--- src/logic/rcr_regs.svh ---
// register offsets, fields, reset values and timing figures of the control block
`ifndef RCR_REGS_SVH
`define RCR_REGS_SVH

`define RCR_OFF_CFG 12'h000
`define RCR_OFF_STATE 12'h004
`define RCR_OFF_MEAS 12'h008
`define RCR_OFF_CMD 12'h00c
`define RCR_OFF_EVT 12'h010
`define RCR_OFF_STAT 12'h014
`define RCR_OFF_DAC 12'h018

`define RCR_CFG_ASG 1:0
`define RCR_CFG_MANUAL 2
`define RCR_CFG_SRC 5:4
`define RCR_CFG_LOCK 9:8
`define RCR_CFG_RELAY 13:12
`define RCR_CFG_VSEL 18:16
`define RCR_STATE_INST 3:0
`define RCR_STATE_ERR 4
`define RCR_MEAS_MANT 6:0
`define RCR_MEAS_LEAK 15:8
`define RCR_MEAS_INLET 23:16
`define RCR_MEAS_BACK 31:24

`define RCR_LOCK_RST 2'h1
`define RCR_RELAY_RST 2'h1
`define RCR_VSEL_RST 3'h2

`define RCR_CMD_START 0
`define RCR_CMD_STOP 1
`define RCR_CMD_VENT 2
`define RCR_CMD_CAL 3
`define RCR_CMD_RANGE 4
`define RCR_CMD_ZERO 5

`define RCR_ST_OFF 4'h0
`define RCR_ST_MEAS 4'h4
`define RCR_ST_FAULT 4'h7

`define RCR_VSEL_NOW 3'h0
`define RCR_VSEL_1S 3'h1
`define RCR_VSEL_1S5 3'h2
`define RCR_VSEL_2S 3'h3
`define RCR_VSEL_NONE 3'h4

`define RCR_MENU_BASIC 2'h0

`define RCR_MV_BASE 16'h03e8
`define RCR_MV_DECADE 16'h01f4
`define RCR_MV_MAX 16'h2710
`define RCR_MV_MANT_MIN_MANUAL 16'h0064
`define RCR_MV_MANT_MIN_AUTO 16'h03e8
`define RCR_MV_PER_TENTH 16'h0064

`define RCR_CLK_KHZ 100000
`define RCR_DEB_US 10
`define RCR_VENT_1_MS 1000
`define RCR_VENT_1S5_MS 1500
`define RCR_VENT_2_MS 2000

`endif

--- src/logic/rcr_pkg.sv ---
// types shared by the control block modules
package rcr_pkg;

    typedef enum logic [1:0] {
        asg_leak_rate,
        asg_leak_and_inlet,
        asg_inlet_and_backing
    } rcr_assign_type;

    typedef enum logic [1:0] {
        src_keyboard,
        src_serial,
        src_external
    } rcr_source_type;

    typedef struct packed {
        logic s1;
        logic s2;
        logic [15:0] cnt;
        logic lvl;
        logic rise;
    } rcr_flt_state_type;

    typedef struct packed {
        logic [13:0] mv;
    } rcr_dac_state_type;

    typedef struct packed {
        rcr_assign_type asg;
        logic manual;
        rcr_source_type src;
        logic [1:0] lock;
        logic [1:0] relay;
        logic [2:0] vsel;
        logic [3:0] inst;
        logic err_pend;
        logic [6:0] mant;
        logic [7:0] leak16;
        logic [7:0] inlet16;
        logic [7:0] back16;
        logic [5:0] evt;
        logic pwd_fresh;
        logic [27:0] hold_cnt;
        logic vent_done;
        logic pready;
        logic pslverr;
        logic [31:0] prdata;
        logic [6:0] cmd;
        logic menu_grant;
        logic menu_deny;
        logic zero_hold;
        logic trig3_en;
        logic trig3_lamp;
        logic ra_no;
        logic rb_no;
        logic [13:0] dac1;
        logic [13:0] dac4;
    } rcr_top_state_type;

endpackage : rcr_pkg

--- src/logic/rcr_inflt.sv ---
// synchroniser, debouncer and rising-edge detector for one control input
`timescale 1ns/1ns
module rcr_inflt #(
    parameter int unsigned DEB_CYC = 1000
) (
    input wire logic pclk,
    input wire logic presetn,
    input wire logic din,
    output logic lvl,
    output logic rise
);
    rcr_pkg::rcr_flt_state_type q;
    rcr_pkg::rcr_flt_state_type d;

    if (DEB_CYC < 1 || DEB_CYC > 65535) begin : g_bad_deb
        $error("rcr_inflt: DEB_CYC out of range");
    end

    always_comb begin
        d = q;
        d.s1 = din;
        d.s2 = q.s1;
        d.rise = 1'b0;
        // level must stay different for the full window before it is taken
        if (q.s2 != q.lvl) begin
            d.cnt = q.cnt + 16'h0001;
            if (q.cnt == 16'(DEB_CYC - 1)) begin
                d.lvl = q.s2;
                d.rise = q.s2;
                d.cnt = 16'h0000;
            end
        end else begin
            d.cnt = 16'h0000;
        end
    end

    always_ff @(posedge pclk or negedge presetn) begin
        if (!presetn) begin
            q <= '0;
        end else begin
            q <= d;
        end
    end

    assign lvl = q.lvl;
    assign rise = q.rise;
endmodule : rcr_inflt

--- src/logic/rcr_logdac.sv ---
// log code (1/16 decade steps) to recorder millivolts, 0.5 v per decade from 1 v
`timescale 1ns/1ns
`include "rcr_regs.svh"
module rcr_logdac (
    input wire logic pclk,
    input wire logic presetn,
    input wire logic [7:0] log16,
    input wire logic stair,
    output logic [13:0] mv
);
    rcr_pkg::rcr_dac_state_type q;
    rcr_pkg::rcr_dac_state_type d;
    logic [15:0] raw;

    always_comb begin
        // staircase drops the fraction so only whole decades move the output
        if (stair) begin
            raw = 16'({4'h0, log16[7:4]} * `RCR_MV_DECADE);
        end else begin
            raw = 16'(({8'h00, log16} * 16'h007d) >> 2);
        end
        raw = raw + `RCR_MV_BASE;
        if (raw > `RCR_MV_MAX) begin
            raw = `RCR_MV_MAX;
        end
        d.mv = raw[13:0];
    end

    always_ff @(posedge pclk or negedge presetn) begin
        if (!presetn) begin
            q <= '0;
        end else begin
            q <= d;
        end
    end

    assign mv = q.mv;
endmodule : rcr_logdac

--- src/logic/rcr_remote_ctrl.sv ---
// control source selection, key locking, external inputs, relays and recorder outputs
//
// The APB interface to the registers and the register offsets were left to the implementer.
`timescale 1ns/1ns
`include "rcr_regs.svh"
// Operation
// - leak-rate assignment: mantissa out1, exponent staircase out4
// - mantissa floor 0.1 v manual, 1 v auto
// - leak-and-inlet: both logarithmic, 0.5 v/decade
// - inlet-and-backing: both logarithmic, 0.5 v/decade
// - commands accepted from one selected source
// - lock level one honours every key
// - level two blocks cal, basic menu; password
// - level three also blocks range and zero
// - serial source ignores keys, rejects menu changes
// - external start rising edge starts measurement
// - external stop edge stops or acknowledges error
// - stop held past vent delay vents port
// - zero input high subtracts background
// - three relay modes: ready, fail, both
// - relay mode three disables threshold three
// - ready relay energised only while measuring
// - fail relay released only off or faulted
// - released closes nc pair, energised no
// - vent delay immediate, 1, 1.5, 2 s, none
module rcr_remote_ctrl #(
    parameter int unsigned DEB_CYC = `RCR_DEB_US * `RCR_CLK_KHZ / 1000,
    parameter int unsigned VENT_CYC_1 = `RCR_VENT_1_MS * `RCR_CLK_KHZ,
    parameter int unsigned VENT_CYC_1S5 = `RCR_VENT_1S5_MS * `RCR_CLK_KHZ,
    parameter int unsigned VENT_CYC_2 = `RCR_VENT_2_MS * `RCR_CLK_KHZ
) (
    input wire logic pclk,
    input wire logic presetn,
    input wire logic psel,
    input wire logic penable,
    input wire logic pwrite,
    input wire logic [11:0] paddr,
    input wire logic [31:0] pwdata,
    output logic [31:0] prdata,
    output logic pready,
    output logic pslverr,
    input wire logic [5:0] key_press,
    input wire logic menu_req,
    input wire logic [1:0] menu_level,
    input wire logic pwd_entered,
    input wire logic ext_start,
    input wire logic ext_stop,
    input wire logic ext_zero,
    input wire logic trig3_hit,
    output logic start_cmd,
    output logic stop_cmd,
    output logic vent_cmd,
    output logic err_ack,
    output logic cal_cmd,
    output logic range_cmd,
    output logic zero_cmd,
    output logic menu_grant,
    output logic menu_deny,
    output logic zero_hold,
    output logic trig3_en,
    output logic trig3_lamp,
    output logic relay_a_no,
    output logic relay_a_nc,
    output logic relay_b_no,
    output logic relay_b_nc,
    output logic [13:0] dac1_mv,
    output logic [13:0] dac4_mv
);
    localparam rcr_pkg::rcr_top_state_type RST = '{
        asg: rcr_pkg::asg_leak_rate,
        src: rcr_pkg::src_keyboard,
        lock: `RCR_LOCK_RST,
        relay: `RCR_RELAY_RST,
        vsel: `RCR_VSEL_RST,
        trig3_en: 1'b1,
        default: '0
    };

    rcr_pkg::rcr_top_state_type q;
    rcr_pkg::rcr_top_state_type d;

    if (VENT_CYC_2 >= (1 << 28) || VENT_CYC_1 < 1 || VENT_CYC_1S5 < 1) begin : g_bad_vent
        $error("rcr_remote_ctrl: vent delay counts out of range");
    end

    logic st_lvl, st_rise, sp_lvl, sp_rise, zr_lvl;
    logic [13:0] dac_a_mv, dac_b_mv;
    logic [7:0] log_a, log_b;
    logic stair_b;
    logic wr, wr_cfg, wr_state, wr_meas;
    logic [5:0] cmdw, evt_clr, key_ok, req, key_mask;
    logic is_ext, is_ser, is_kbd, hold_vent, ready, fail_ok, rel_a;
    logic [27:0] vent_lim;
    logic [15:0] mant_mv;
    logic [31:0] cfg_word;

    // stop and zero are not edge-filtered alone: level timing needs the clean copy too
    // synchronise and debounce
    rcr_inflt #(.DEB_CYC(DEB_CYC)) u_flt_start (
        .pclk(pclk), .presetn(presetn), .din(ext_start), .lvl(st_lvl), .rise(st_rise));
    rcr_inflt #(.DEB_CYC(DEB_CYC)) u_flt_stop (
        .pclk(pclk), .presetn(presetn), .din(ext_stop), .lvl(sp_lvl), .rise(sp_rise));
    rcr_inflt #(.DEB_CYC(DEB_CYC)) u_flt_zero (
        .pclk(pclk), .presetn(presetn), .din(ext_zero), .lvl(zr_lvl), .rise());

    rcr_logdac u_dac_a (
        .pclk(pclk), .presetn(presetn), .log16(log_a), .stair(1'b0), .mv(dac_a_mv));
    rcr_logdac u_dac_b (
        .pclk(pclk), .presetn(presetn), .log16(log_b), .stair(stair_b), .mv(dac_b_mv));

    assign cfg_word = {13'h0000, q.vsel, 2'h0, q.relay, 2'h0, q.lock, 2'h0, q.src,
        1'b0, q.manual, q.asg};

    // bus write decode, kept apart so the command path can use it in the same cycle
    always_comb begin
        wr = psel & penable & q.pready & pwrite;
        wr_cfg = wr && (paddr == `RCR_OFF_CFG);
        wr_state = wr && (paddr == `RCR_OFF_STATE);
        wr_meas = wr && (paddr == `RCR_OFF_MEAS);
        cmdw = (wr && (paddr == `RCR_OFF_CMD)) ? pwdata[5:0] : 6'h00;
        evt_clr = (wr && (paddr == `RCR_OFF_EVT)) ? pwdata[5:0] : 6'h00;
    end

    // recorder channel routing
    always_comb begin
        stair_b = 1'b0;
        log_a = q.leak16;
        log_b = q.leak16;
        unique case (q.asg)
            rcr_pkg::asg_leak_rate: begin
                log_a = q.leak16;
                log_b = q.leak16;
                stair_b = 1'b1;
            end
            rcr_pkg::asg_leak_and_inlet: begin
                log_a = q.leak16;
                log_b = q.inlet16;
            end
            rcr_pkg::asg_inlet_and_backing: begin
                log_a = q.inlet16;
                log_b = q.back16;
            end
        endcase
        mant_mv = 16'({9'h000, q.mant} * `RCR_MV_PER_TENTH);
        if (q.manual && mant_mv < `RCR_MV_MANT_MIN_MANUAL) begin
            mant_mv = `RCR_MV_MANT_MIN_MANUAL;
        end else if (!q.manual && mant_mv < `RCR_MV_MANT_MIN_AUTO) begin
            mant_mv = `RCR_MV_MANT_MIN_AUTO;
        end
        if (mant_mv > `RCR_MV_MAX) begin
            mant_mv = `RCR_MV_MAX;
        end
    end

    always_comb begin
        d = q;
        d.pready = psel & ~penable;
        d.pslverr = 1'b0;
        d.cmd = 7'h00;
        d.menu_grant = 1'b0;
        d.menu_deny = 1'b0;
        is_ext = (q.src == rcr_pkg::src_external);
        is_ser = (q.src == rcr_pkg::src_serial);
        is_kbd = (q.src == rcr_pkg::src_keyboard);
        hold_vent = 1'b0;

        key_mask = 6'h3f;
        if (q.lock == 2'h2) begin
            key_mask[`RCR_CMD_CAL] = 1'b0;
        end
        if (q.lock == 2'h3) begin
            key_mask[`RCR_CMD_CAL] = 1'b0;
            key_mask[`RCR_CMD_RANGE] = 1'b0;
            key_mask[`RCR_CMD_ZERO] = 1'b0;
        end
        key_ok = is_kbd ? (key_press & key_mask) : 6'h00;

        req = key_ok | (is_ser ? cmdw : 6'h00);
        if (is_ext) begin
            req[`RCR_CMD_START] = st_rise;
            req[`RCR_CMD_STOP] = sp_rise;
        end

        unique case (q.vsel)
            `RCR_VSEL_1S: vent_lim = 28'(VENT_CYC_1);
            `RCR_VSEL_1S5: vent_lim = 28'(VENT_CYC_1S5);
            `RCR_VSEL_2S: vent_lim = 28'(VENT_CYC_2);
            default: vent_lim = 28'h0000000;
        endcase
        if (is_ext && sp_lvl) begin
            if (!q.vent_done) begin
                d.hold_cnt = q.hold_cnt + 28'h0000001;
                if (q.vsel == `RCR_VSEL_NOW ||
                    (q.vsel != `RCR_VSEL_NONE && q.hold_cnt == vent_lim)) begin
                    hold_vent = 1'b1;
                    d.vent_done = 1'b1;
                end
            end
        end else begin
            d.hold_cnt = 28'h0000000;
            d.vent_done = 1'b0;
        end

        // a stop while an error is pending only acknowledges it
        d.cmd[`RCR_CMD_START] = req[`RCR_CMD_START];
        d.cmd[`RCR_CMD_STOP] = req[`RCR_CMD_STOP] & ~q.err_pend;
        d.cmd[`RCR_CMD_VENT] = req[`RCR_CMD_VENT] | hold_vent;
        d.cmd[`RCR_CMD_CAL] = req[`RCR_CMD_CAL];
        d.cmd[`RCR_CMD_RANGE] = req[`RCR_CMD_RANGE];
        d.cmd[`RCR_CMD_ZERO] = req[`RCR_CMD_ZERO];
        d.cmd[6] = req[`RCR_CMD_STOP] & q.err_pend;
        if (d.cmd[6]) begin
            d.err_pend = 1'b0;
        end
        d.zero_hold = is_ext & zr_lvl;

        if (menu_req) begin
            if (is_ser || (q.lock != 2'h1 && menu_level == `RCR_MENU_BASIC)) begin
                d.menu_deny = 1'b1;
            end else if (q.lock == 2'h1) begin
                d.menu_grant = 1'b1;
            end else if (q.pwd_fresh) begin
                d.menu_grant = 1'b1;
                d.pwd_fresh = 1'b0;
            end else begin
                d.menu_deny = 1'b1;
            end
        end

        ready = (q.inst == `RCR_ST_MEAS);
        fail_ok = (q.inst != `RCR_ST_OFF) && (q.inst != `RCR_ST_FAULT);
        rel_a = (q.relay == 2'h2) ? fail_ok : ready;
        d.ra_no = rel_a;
        d.rb_no = (q.relay == 2'h3) & fail_ok;
        d.trig3_en = (q.relay != 2'h3);
        d.trig3_lamp = trig3_hit & (q.relay != 2'h3);

        d.dac1 = (q.asg == rcr_pkg::asg_leak_rate) ? mant_mv[13:0] : dac_a_mv;
        d.dac4 = dac_b_mv;

        if (wr_cfg) begin
            unique case (pwdata[`RCR_CFG_ASG])
                2'h0: d.asg = rcr_pkg::asg_leak_rate;
                2'h1: d.asg = rcr_pkg::asg_leak_and_inlet;
                2'h2: d.asg = rcr_pkg::asg_inlet_and_backing;
                default: ;
            endcase
            unique case (pwdata[`RCR_CFG_SRC])
                2'h0: d.src = rcr_pkg::src_keyboard;
                2'h1: d.src = rcr_pkg::src_serial;
                2'h2: d.src = rcr_pkg::src_external;
                default: ;
            endcase
            d.manual = pwdata[`RCR_CFG_MANUAL];
            // level zero is not a lock level; the old one stays
            if (pwdata[`RCR_CFG_LOCK] != 2'h0) begin
                d.lock = pwdata[`RCR_CFG_LOCK];
                d.pwd_fresh = 1'b0;
            end
            if (pwdata[`RCR_CFG_RELAY] != 2'h0) begin
                d.relay = pwdata[`RCR_CFG_RELAY];
            end
            if (pwdata[`RCR_CFG_VSEL] <= `RCR_VSEL_NONE) begin
                d.vsel = pwdata[`RCR_CFG_VSEL];
            end
        end
        if (wr_state) begin
            d.inst = pwdata[`RCR_STATE_INST];
            // software raising an error wins over a same-cycle acknowledge
            d.err_pend = pwdata[`RCR_STATE_ERR] | d.err_pend;
        end
        if (wr_meas) begin
            d.mant = pwdata[`RCR_MEAS_MANT];
            d.leak16 = pwdata[`RCR_MEAS_LEAK];
            d.inlet16 = pwdata[`RCR_MEAS_INLET];
            d.back16 = pwdata[`RCR_MEAS_BACK];
        end
        if (pwd_entered) begin
            d.pwd_fresh = 1'b1;
        end
        // sticky events: a new event beats its clear
        d.evt = (q.evt & ~evt_clr) | {|(key_press & ~key_ok), d.menu_deny, d.cmd[6],
            d.cmd[`RCR_CMD_VENT], d.cmd[`RCR_CMD_STOP], d.cmd[`RCR_CMD_START]};

        if (psel & ~penable) begin
            d.prdata = 32'h00000000;
            unique case (paddr)
                `RCR_OFF_CFG: d.prdata = cfg_word;
                `RCR_OFF_STATE: d.prdata = {27'h0000000, q.err_pend, q.inst};
                `RCR_OFF_MEAS: d.prdata = {q.back16, q.inlet16, q.leak16, 1'b0, q.mant};
                `RCR_OFF_CMD: d.prdata = 32'h00000000;
                `RCR_OFF_EVT: d.prdata = {26'h0000000, q.evt};
                `RCR_OFF_STAT: d.prdata = {26'h0000000, q.pwd_fresh, st_lvl, sp_lvl,
                    q.rb_no, q.ra_no, zr_lvl};
                `RCR_OFF_DAC: d.prdata = {2'h0, q.dac4, 2'h0, q.dac1};
                default: d.pslverr = 1'b1;
            endcase
        end
    end

    always_ff @(posedge pclk or negedge presetn) begin
        if (!presetn) begin
            q <= RST;
        end else begin
            q <= d;
        end
    end

    assign prdata = q.prdata;
    assign pready = q.pready;
    assign pslverr = q.pslverr;
    assign start_cmd = q.cmd[`RCR_CMD_START];
    assign stop_cmd = q.cmd[`RCR_CMD_STOP];
    assign vent_cmd = q.cmd[`RCR_CMD_VENT];
    assign cal_cmd = q.cmd[`RCR_CMD_CAL];
    assign range_cmd = q.cmd[`RCR_CMD_RANGE];
    assign zero_cmd = q.cmd[`RCR_CMD_ZERO];
    assign err_ack = q.cmd[6];
    assign menu_grant = q.menu_grant;
    assign menu_deny = q.menu_deny;
    assign zero_hold = q.zero_hold;
    assign trig3_en = q.trig3_en;
    assign trig3_lamp = q.trig3_lamp;
    assign relay_a_no = q.ra_no;
    assign relay_a_nc = ~q.ra_no;
    assign relay_b_no = q.rb_no;
    assign relay_b_nc = ~q.rb_no;
    assign dac1_mv = q.dac1;
    assign dac4_mv = q.dac4;

    AST_READY_MEAS: assert property (
        @(posedge pclk) disable iff (!presetn)
        (q.relay == 2'h1) ##1 (q.relay == 2'h1) |-> relay_a_no == ($past(q.inst) == `RCR_ST_MEAS))
        else $error("ready relay does not follow measurement state");
    AST_FAIL_FAULT: assert property (
        @(posedge pclk) disable iff (!presetn)
        (q.relay == 2'h2 && q.inst == `RCR_ST_FAULT) |=> !relay_a_no)
        else $error("fail relay energised while faulted");
    AST_FAIL_ON: assert property (
        @(posedge pclk) disable iff (!presetn)
        (q.relay == 2'h3 && q.inst == `RCR_ST_MEAS) |=> relay_a_no && relay_b_no)
        else $error("mode three relays wrong while measuring");
    AST_CONTACTS: assert property (
        @(posedge pclk) disable iff (!presetn)
        relay_a_no != relay_a_nc && relay_b_no != relay_b_nc)
        else $error("contact pair both open or both closed");
    AST_TRIG3: assert property (
        @(posedge pclk) disable iff (!presetn)
        (q.relay == 2'h3) |=> !trig3_lamp && !trig3_en)
        else $error("threshold three active in relay mode three");
    AST_LOCK1_KEY: assert property (
        @(posedge pclk) disable iff (!presetn)
        (is_kbd && q.lock == 2'h1 && key_press[`RCR_CMD_CAL]) |=> cal_cmd)
        else $error("calibrate key lost at lock level one");
    AST_LOCK2_CAL: assert property (
        @(posedge pclk) disable iff (!presetn)
        (is_kbd && q.lock == 2'h2) |=> !cal_cmd)
        else $error("calibrate honoured at lock level two");
    AST_LOCK3_KEYS: assert property (
        @(posedge pclk) disable iff (!presetn)
        (is_kbd && q.lock == 2'h3) |=> !cal_cmd && !range_cmd && !zero_cmd)
        else $error("locked key honoured at lock level three");
    AST_SERIAL_KEYS: assert property (
        @(posedge pclk) disable iff (!presetn)
        (is_ser && cmdw == 6'h00 && menu_req) |=> !start_cmd && !cal_cmd && menu_deny)
        else $error("serial source let a key or menu change through");
    AST_EXT_GATE: assert property (
        @(posedge pclk) disable iff (!presetn)
        !is_ext |=> !zero_hold)
        else $error("zero level passed without external source");
    AST_NO_VENT: assert property (
        @(posedge pclk) disable iff (!presetn)
        (is_ext && q.vsel == `RCR_VSEL_NONE) |=> !vent_cmd)
        else $error("vent issued with venting disabled");
    AST_MANT_AUTO: assert property (
        @(posedge pclk) disable iff (!presetn)
        (q.asg == rcr_pkg::asg_leak_rate && !q.manual)[*2] |-> dac1_mv >= 14'h03e8)
        else $error("mantissa below 1 v in automatic ranging");
    AST_STAIR: assert property (
        @(posedge pclk) disable iff (!presetn)
        (q.asg == rcr_pkg::asg_leak_rate)[*3] |-> (dac4_mv % 14'h01f4) == 14'h0000)
        else $error("exponent output not on a half-volt step");

    CVR_EXT_START: cover property (@(posedge pclk) disable iff (!presetn) is_ext && start_cmd);
    CVR_HOLD_VENT: cover property (@(posedge pclk) disable iff (!presetn) hold_vent);
    CVR_ERR_ACK: cover property (@(posedge pclk) disable iff (!presetn) err_ack);
    CVR_PWD_MENU: cover property (@(posedge pclk) disable iff (!presetn)
        q.lock == 2'h3 && menu_grant);
endmodule : rcr_remote_ctrl

--- config.mk ---
export PLATFORM = sky130hd
export DESIGN_NAME = rcr_remote_ctrl
export DESIGN_NICKNAME = d
export VERILOG_FILES = /design/src/logic/rcr_pkg.sv /design/src/logic/rcr_inflt.sv /design/src/logic/rcr_logdac.sv /design/src/logic/rcr_remote_ctrl.sv
export VERILOG_INCLUDE_DIRS = /design/src /design/src/logic
export SDC_FILE = /design/constraint.sdc
export NUM_CORES = 1
export LEC_CHECK = 0
export BUFFER_PORTS_ARGS = -buffer_cell sky130_fd_sc_hd__buf_2
export CAP_MARGIN = 20
export CORE_MARGIN = 3
export CORE_UTILIZATION = 48
export CTS_BUF_LIST = sky130_fd_sc_hd__clkbuf_2
export DETAILED_ROUTE_END_ITERATION = 8
export PLACE_DENSITY = 0.81
export SLEW_MARGIN = 20
export SYNTH_ARGS = -nofsm -noshare
export SYNTH_HDL_FRONTEND = slang
export SYNTH_SLANG_ARGS = --single-unit
--- constraint.sdc ---
create_clock -name pclk -period 6.2 [get_ports pclk]
set_input_delay 0.62 -clock pclk [delete_from_list [all_inputs] [get_ports pclk]]
set_output_delay 0.62 -clock pclk [all_outputs]
set_load 0.005 [all_outputs]
==> results by group <==
Timing
  • Final TNS setup: 0 ps
  • Setup ws final: 324.1 ps
  • Fmax: roughly 0.17 GHz
  • Relative slew slack: between 20% and 30%
  • Least-Margin Pin Slew: roughly 1100 ps
  • Final setup viols: 0
  • Max-slew violations: 0
  • Final min period: 5876 ps
  • RSZ-0062 raised after global routing: no
  • Fin crit share: a little over nine tenths
  • Skew final: ~120 ps
  • Final hold viol count: 0

Outcome
  • Status: finished, final reports clean

Logic synthesis
  • Syn. warnings: 0
  • Asr flop ratio synth: 100.0%
  • Sequential share of the synthesized area: between 30 and 40%
  • Top cell type by total area after synthesis: dfrtp_1
  • Post-synthesis cell area: roughly 16,000 um2
  • Syn_area_per_cell: 9.948 um2
  • Post-synth EDFFs: 0
  • Synth Instances: about 1,600
  • Synthesized Nets: ~1,800
  • Synth cell count leaders: dfrtp_1 (243), nor2_1 (167), ha_1 (123), inv_1 (119), nand2_1 (113)
  • Main synth FF type: dfrtp_1
  • #FFs+latches synth: between 200 and 250
  • Netlist cell types: 91
  • Synth top area cells: dfrtp_1 (38%), ha_1 (9.7%), fa_1 (6.4%), nor2_1 (4.0%), xor2_1 (3.4%)
  • Top cell type's share of synthesized area: 38.37%
  • Cell with the most instances after synthesis: dfrtp_1

Global routing
  • Grt peak-use layer: met2
  • Met2 Resource Use GR: ~37%
  • Gr usage total: 22.86%
  • Initial antenna violation count: 2
  • Grt total ovfl: 0
  • Global-route wire length before repair: between 60 and 70 mm
  • Global-route track usage on met1: 29.86%
  • Largest net degree at the start of global routing: about 140
  • GR Layer Usage met3: around 5.4%
  • Vias in the first global route: about 13,000

Setup path
  • CP peak stage delay: roughly 500 ps
  • Crit Path Category: reg -> reg
  • Crit Reg-Reg Endpoint: u_dac_b.mv[1]$_DFF_PN0_
  • Critical path launch point type: flop
  • Slowest CP cell: fa_1
  • Worst path buffer plus inverter count: 5
  • Crit path capture type: flop
  • Reg2reg start: cfg_word[0]$_DFFE_PN0P_
  • Path depth of the worst reg2reg path: 20
  • Largest fanout on the critical path: 10
  • Slack of the worst reg-to-reg path: approximately 320 ps
  • Worst EP required: around 6900 ps
  • Most frequent CP cell: fa_1
  • Arrival @ worst endpoint: between 6000 and 7000 ps
  • Critical-path cell list: inv_2 -> ha_4 -> buf_4 -> a22oi_1 -> a21oi_1 -> buf_4 -> fa_1 -> inv_1 -> fa_1 -> inv_1 -> fa_1 -> ha_1 -> ha_1 -> and2_1 -> a221o_1 -> and2_4 -> a2111oi_2 -> a2bb2oi_1 -> o21ai_1 -> o311a_1
  • Top cell family by delay on the critical path: adder cells

Power
  • Tot Pwr: roughly 3.0 mW
  • Pleak: between 8 and 9 nW
  • Max VDD drop: slightly below 0.0001 V
  • PD cells: 165.5 nW/um2

CTS
  • Max Root-Sink Buffers: 3
  • Sink Count: between 200 and 250
  • Later-pin clock latency in the skew report: approximately 920 ps
  • Total CTS buffers: 66
  • Reg clk slew, reported paths: 100 ps
  • # Post-CTS Setup Buffers: 0
  • Clock Tree Root: clkbuf_2
  • H-tree depth: 3
  • CTS tree: built

Placed design
  • I/O Buffers: between 100 and 150
  • Gp weighted congestion: approximately 0.9
  • Placed Area: 16,690 um2
  • Place WS: around 74 ps
  • DPL Wire Length: between 20 and 30 mm

Hold path
  • Worst Hold Class: in -> reg
  • Worst Hold End: q[107]$_DFF_PN0_
  • Hold wc startpoint: pwdata[1]
  • Hold Path Stages: 3

Floorplan
  • I/O Pins: 141
  • Core area: 32,040 um2
  • Total Die Area: between 30,000 and 40,000 um2
  • # rows: 65
  • Initial Util: about half
  • Die height: 187.7 um
  • Die X: between 150 and 200 um

Final layout
  • Layout cells sized above 1: about a fifth
  • Synthesis-to-finish area growth: 12.58%
  • Final net count: 2,008
  • Share of the core filled with cells: 55.67%
  • Final-layout fill cell count: roughly 2,700
  • Final instance area: around 18,000 um2

Drt
  • DR vias: ~13,000
  • ANT nets after route: 0
  • Drt pass-1 iters: 8
  • Via density: ~5.7
  • Final wirelength: between 40 and 50 mm
  • DRC: 0
  • DR WL/cell: approximately 18 um
  • Initial drt markers: 1,054

Flow run
  • Max-Cap Viols: 0
-- flip-flops by register name, indices dropped and copies added (netlist names), 12 cells and up --
name,flops
dac1_mv,14
u_dac_a.mv,14
u_flt_stop.q,17
u_flt_start.q,17
dac4_mv,14
u_flt_zero.q,17
u_dac_b.mv,14
q,72
cfg_word,12
prdata,32
-- logic make-up after synthesis --
logic type               Yosys count  synth area share (%)
AND/OR/NAND/NOR                  498                 15.70
AO/OA/AOI/OAI                    306                 13.53
flip-flops                       247                 39.04
buffers and inverters            226                 6.901
adder cells (fa/ha/maj)          174                 16.15
XOR/XNOR                          93                 5.274
multiplexers                      49                 3.403
-- worst register-to-register path, stage by stage (launching register included) --
cell	delay (ps)
dfrtp_2	430
inv_2	100
ha_4	220
buf_4	170
a22oi_1	230
a21oi_1	100
buf_4	190
fa_1	510
inv_1	50
fa_1	490
inv_1	50
fa_1	450
ha_1	320
ha_1	340
and2_1	180
a221o_1	340
and2_4	180
a2111oi_2	420
a2bb2oi_1	380
o21ai_1	190
o311a_1	320
-- worst max path at each step --
stage / to / slack [ps] / cells after the start / start
floorplan: u_dac_b.mv[0]$_DFF_PN0_ / 150 / 21 / cfg_word[1]$_DFFE_PN0P_
global placement: u_dac_b.mv[4]$_DFF_PN0_ / 170 / 19 / cfg_word[0]$_DFFE_PN0P_
detailed placement: u_dac_b.mv[1]$_DFF_PN0_ / 70 / 18 / cfg_word[0]$_DFFE_PN0P_
CTS: u_dac_b.mv[1]$_DFF_PN0_ / 30 / 19 / cfg_word[1]$_DFFE_PN0P_
global route: u_dac_b.mv[1]$_DFF_PN0_ / 0.3 / 18 / cfg_word[1]$_DFFE_PN0P_
finish: u_dac_b.mv[1]$_DFF_PN0_ / 320 / 20 / cfg_word[0]$_DFFE_PN0P_
-- report_power, final --
part           leakage (nW)  internal (mW)  switching [mW]
Clock                 0.452          0.461           0.685
Combinational          5.15         0.0644          0.0967
Sequential             3.18           1.63          0.0137
-- cells in the final DEF, fill, tap and decap left out, drive strengths merged, types with 21 or more instances in the layout --
| cell type | Yosys | layout |
|---|---|---|
| ha | 123 | 123 |
| buf | 71 | 168 |
| xnor2 | 30 | 30 |
| dlygate4sd3 | 0 | 49 |
| clkbuf | 36 | 98 |
| nor3 | 21 | 21 |
| fa | 51 | 51 |
| nand2 | 113 | 113 |
| a21oi | 62 | 62 |
| nor2b | 22 | 22 |
| nand3 | 41 | 41 |
| mux2 | 36 | 36 |
| o21ai | 57 | 57 |
| dfrtp | 243 | 243 |
| nor2 | 168 | 168 |
| inv | 119 | 121 |
| xor2 | 62 | 62 |
| a22oi | 28 | 28 |
-- metal layers --
metal / part of all wire [%] / routed length [um]
met3: 8.0 / 3214
met4: 4.0 / 1599
met1: 42 / 16700
met2: 46 / 18630
met5: 0 / 0
-- metrics by stage --
step | std cells | hold slack [ps]
finish | 2249 | 80.99
global route | 2249 | 13.98
CTS | 2247 | 5.067
detailed placement | 2089 | 335.5
global placement | 2089 | 333.7
floorplan | 1593 | 324.4
-- timing repair --
item	4_1_cts	5_1_grt
resized for setup	1	19
endpoints found under the setup margin	4	19
endpoints found under the hold margin	158	0
hold buffers	49	0
-- cell type report --
type | instances | area, um2 | share of cell area [%]
multi-input combinational | 1120 | 8653 | 48.51
timing repair buffer | 217 | 1426 | 7.996
inverter | 119 | 446.7 | 2.504
antenna | 2 | 5.005 | 0.02805
sequential | 247 | 6188 | 34.69
clock inverter | 11 | 85.08 | 0.4769
tap | 435 | 544.3 | 3.051
clock buffer | 98 | 490.5 | 2.749
Power figures use the tool's default switching activity.
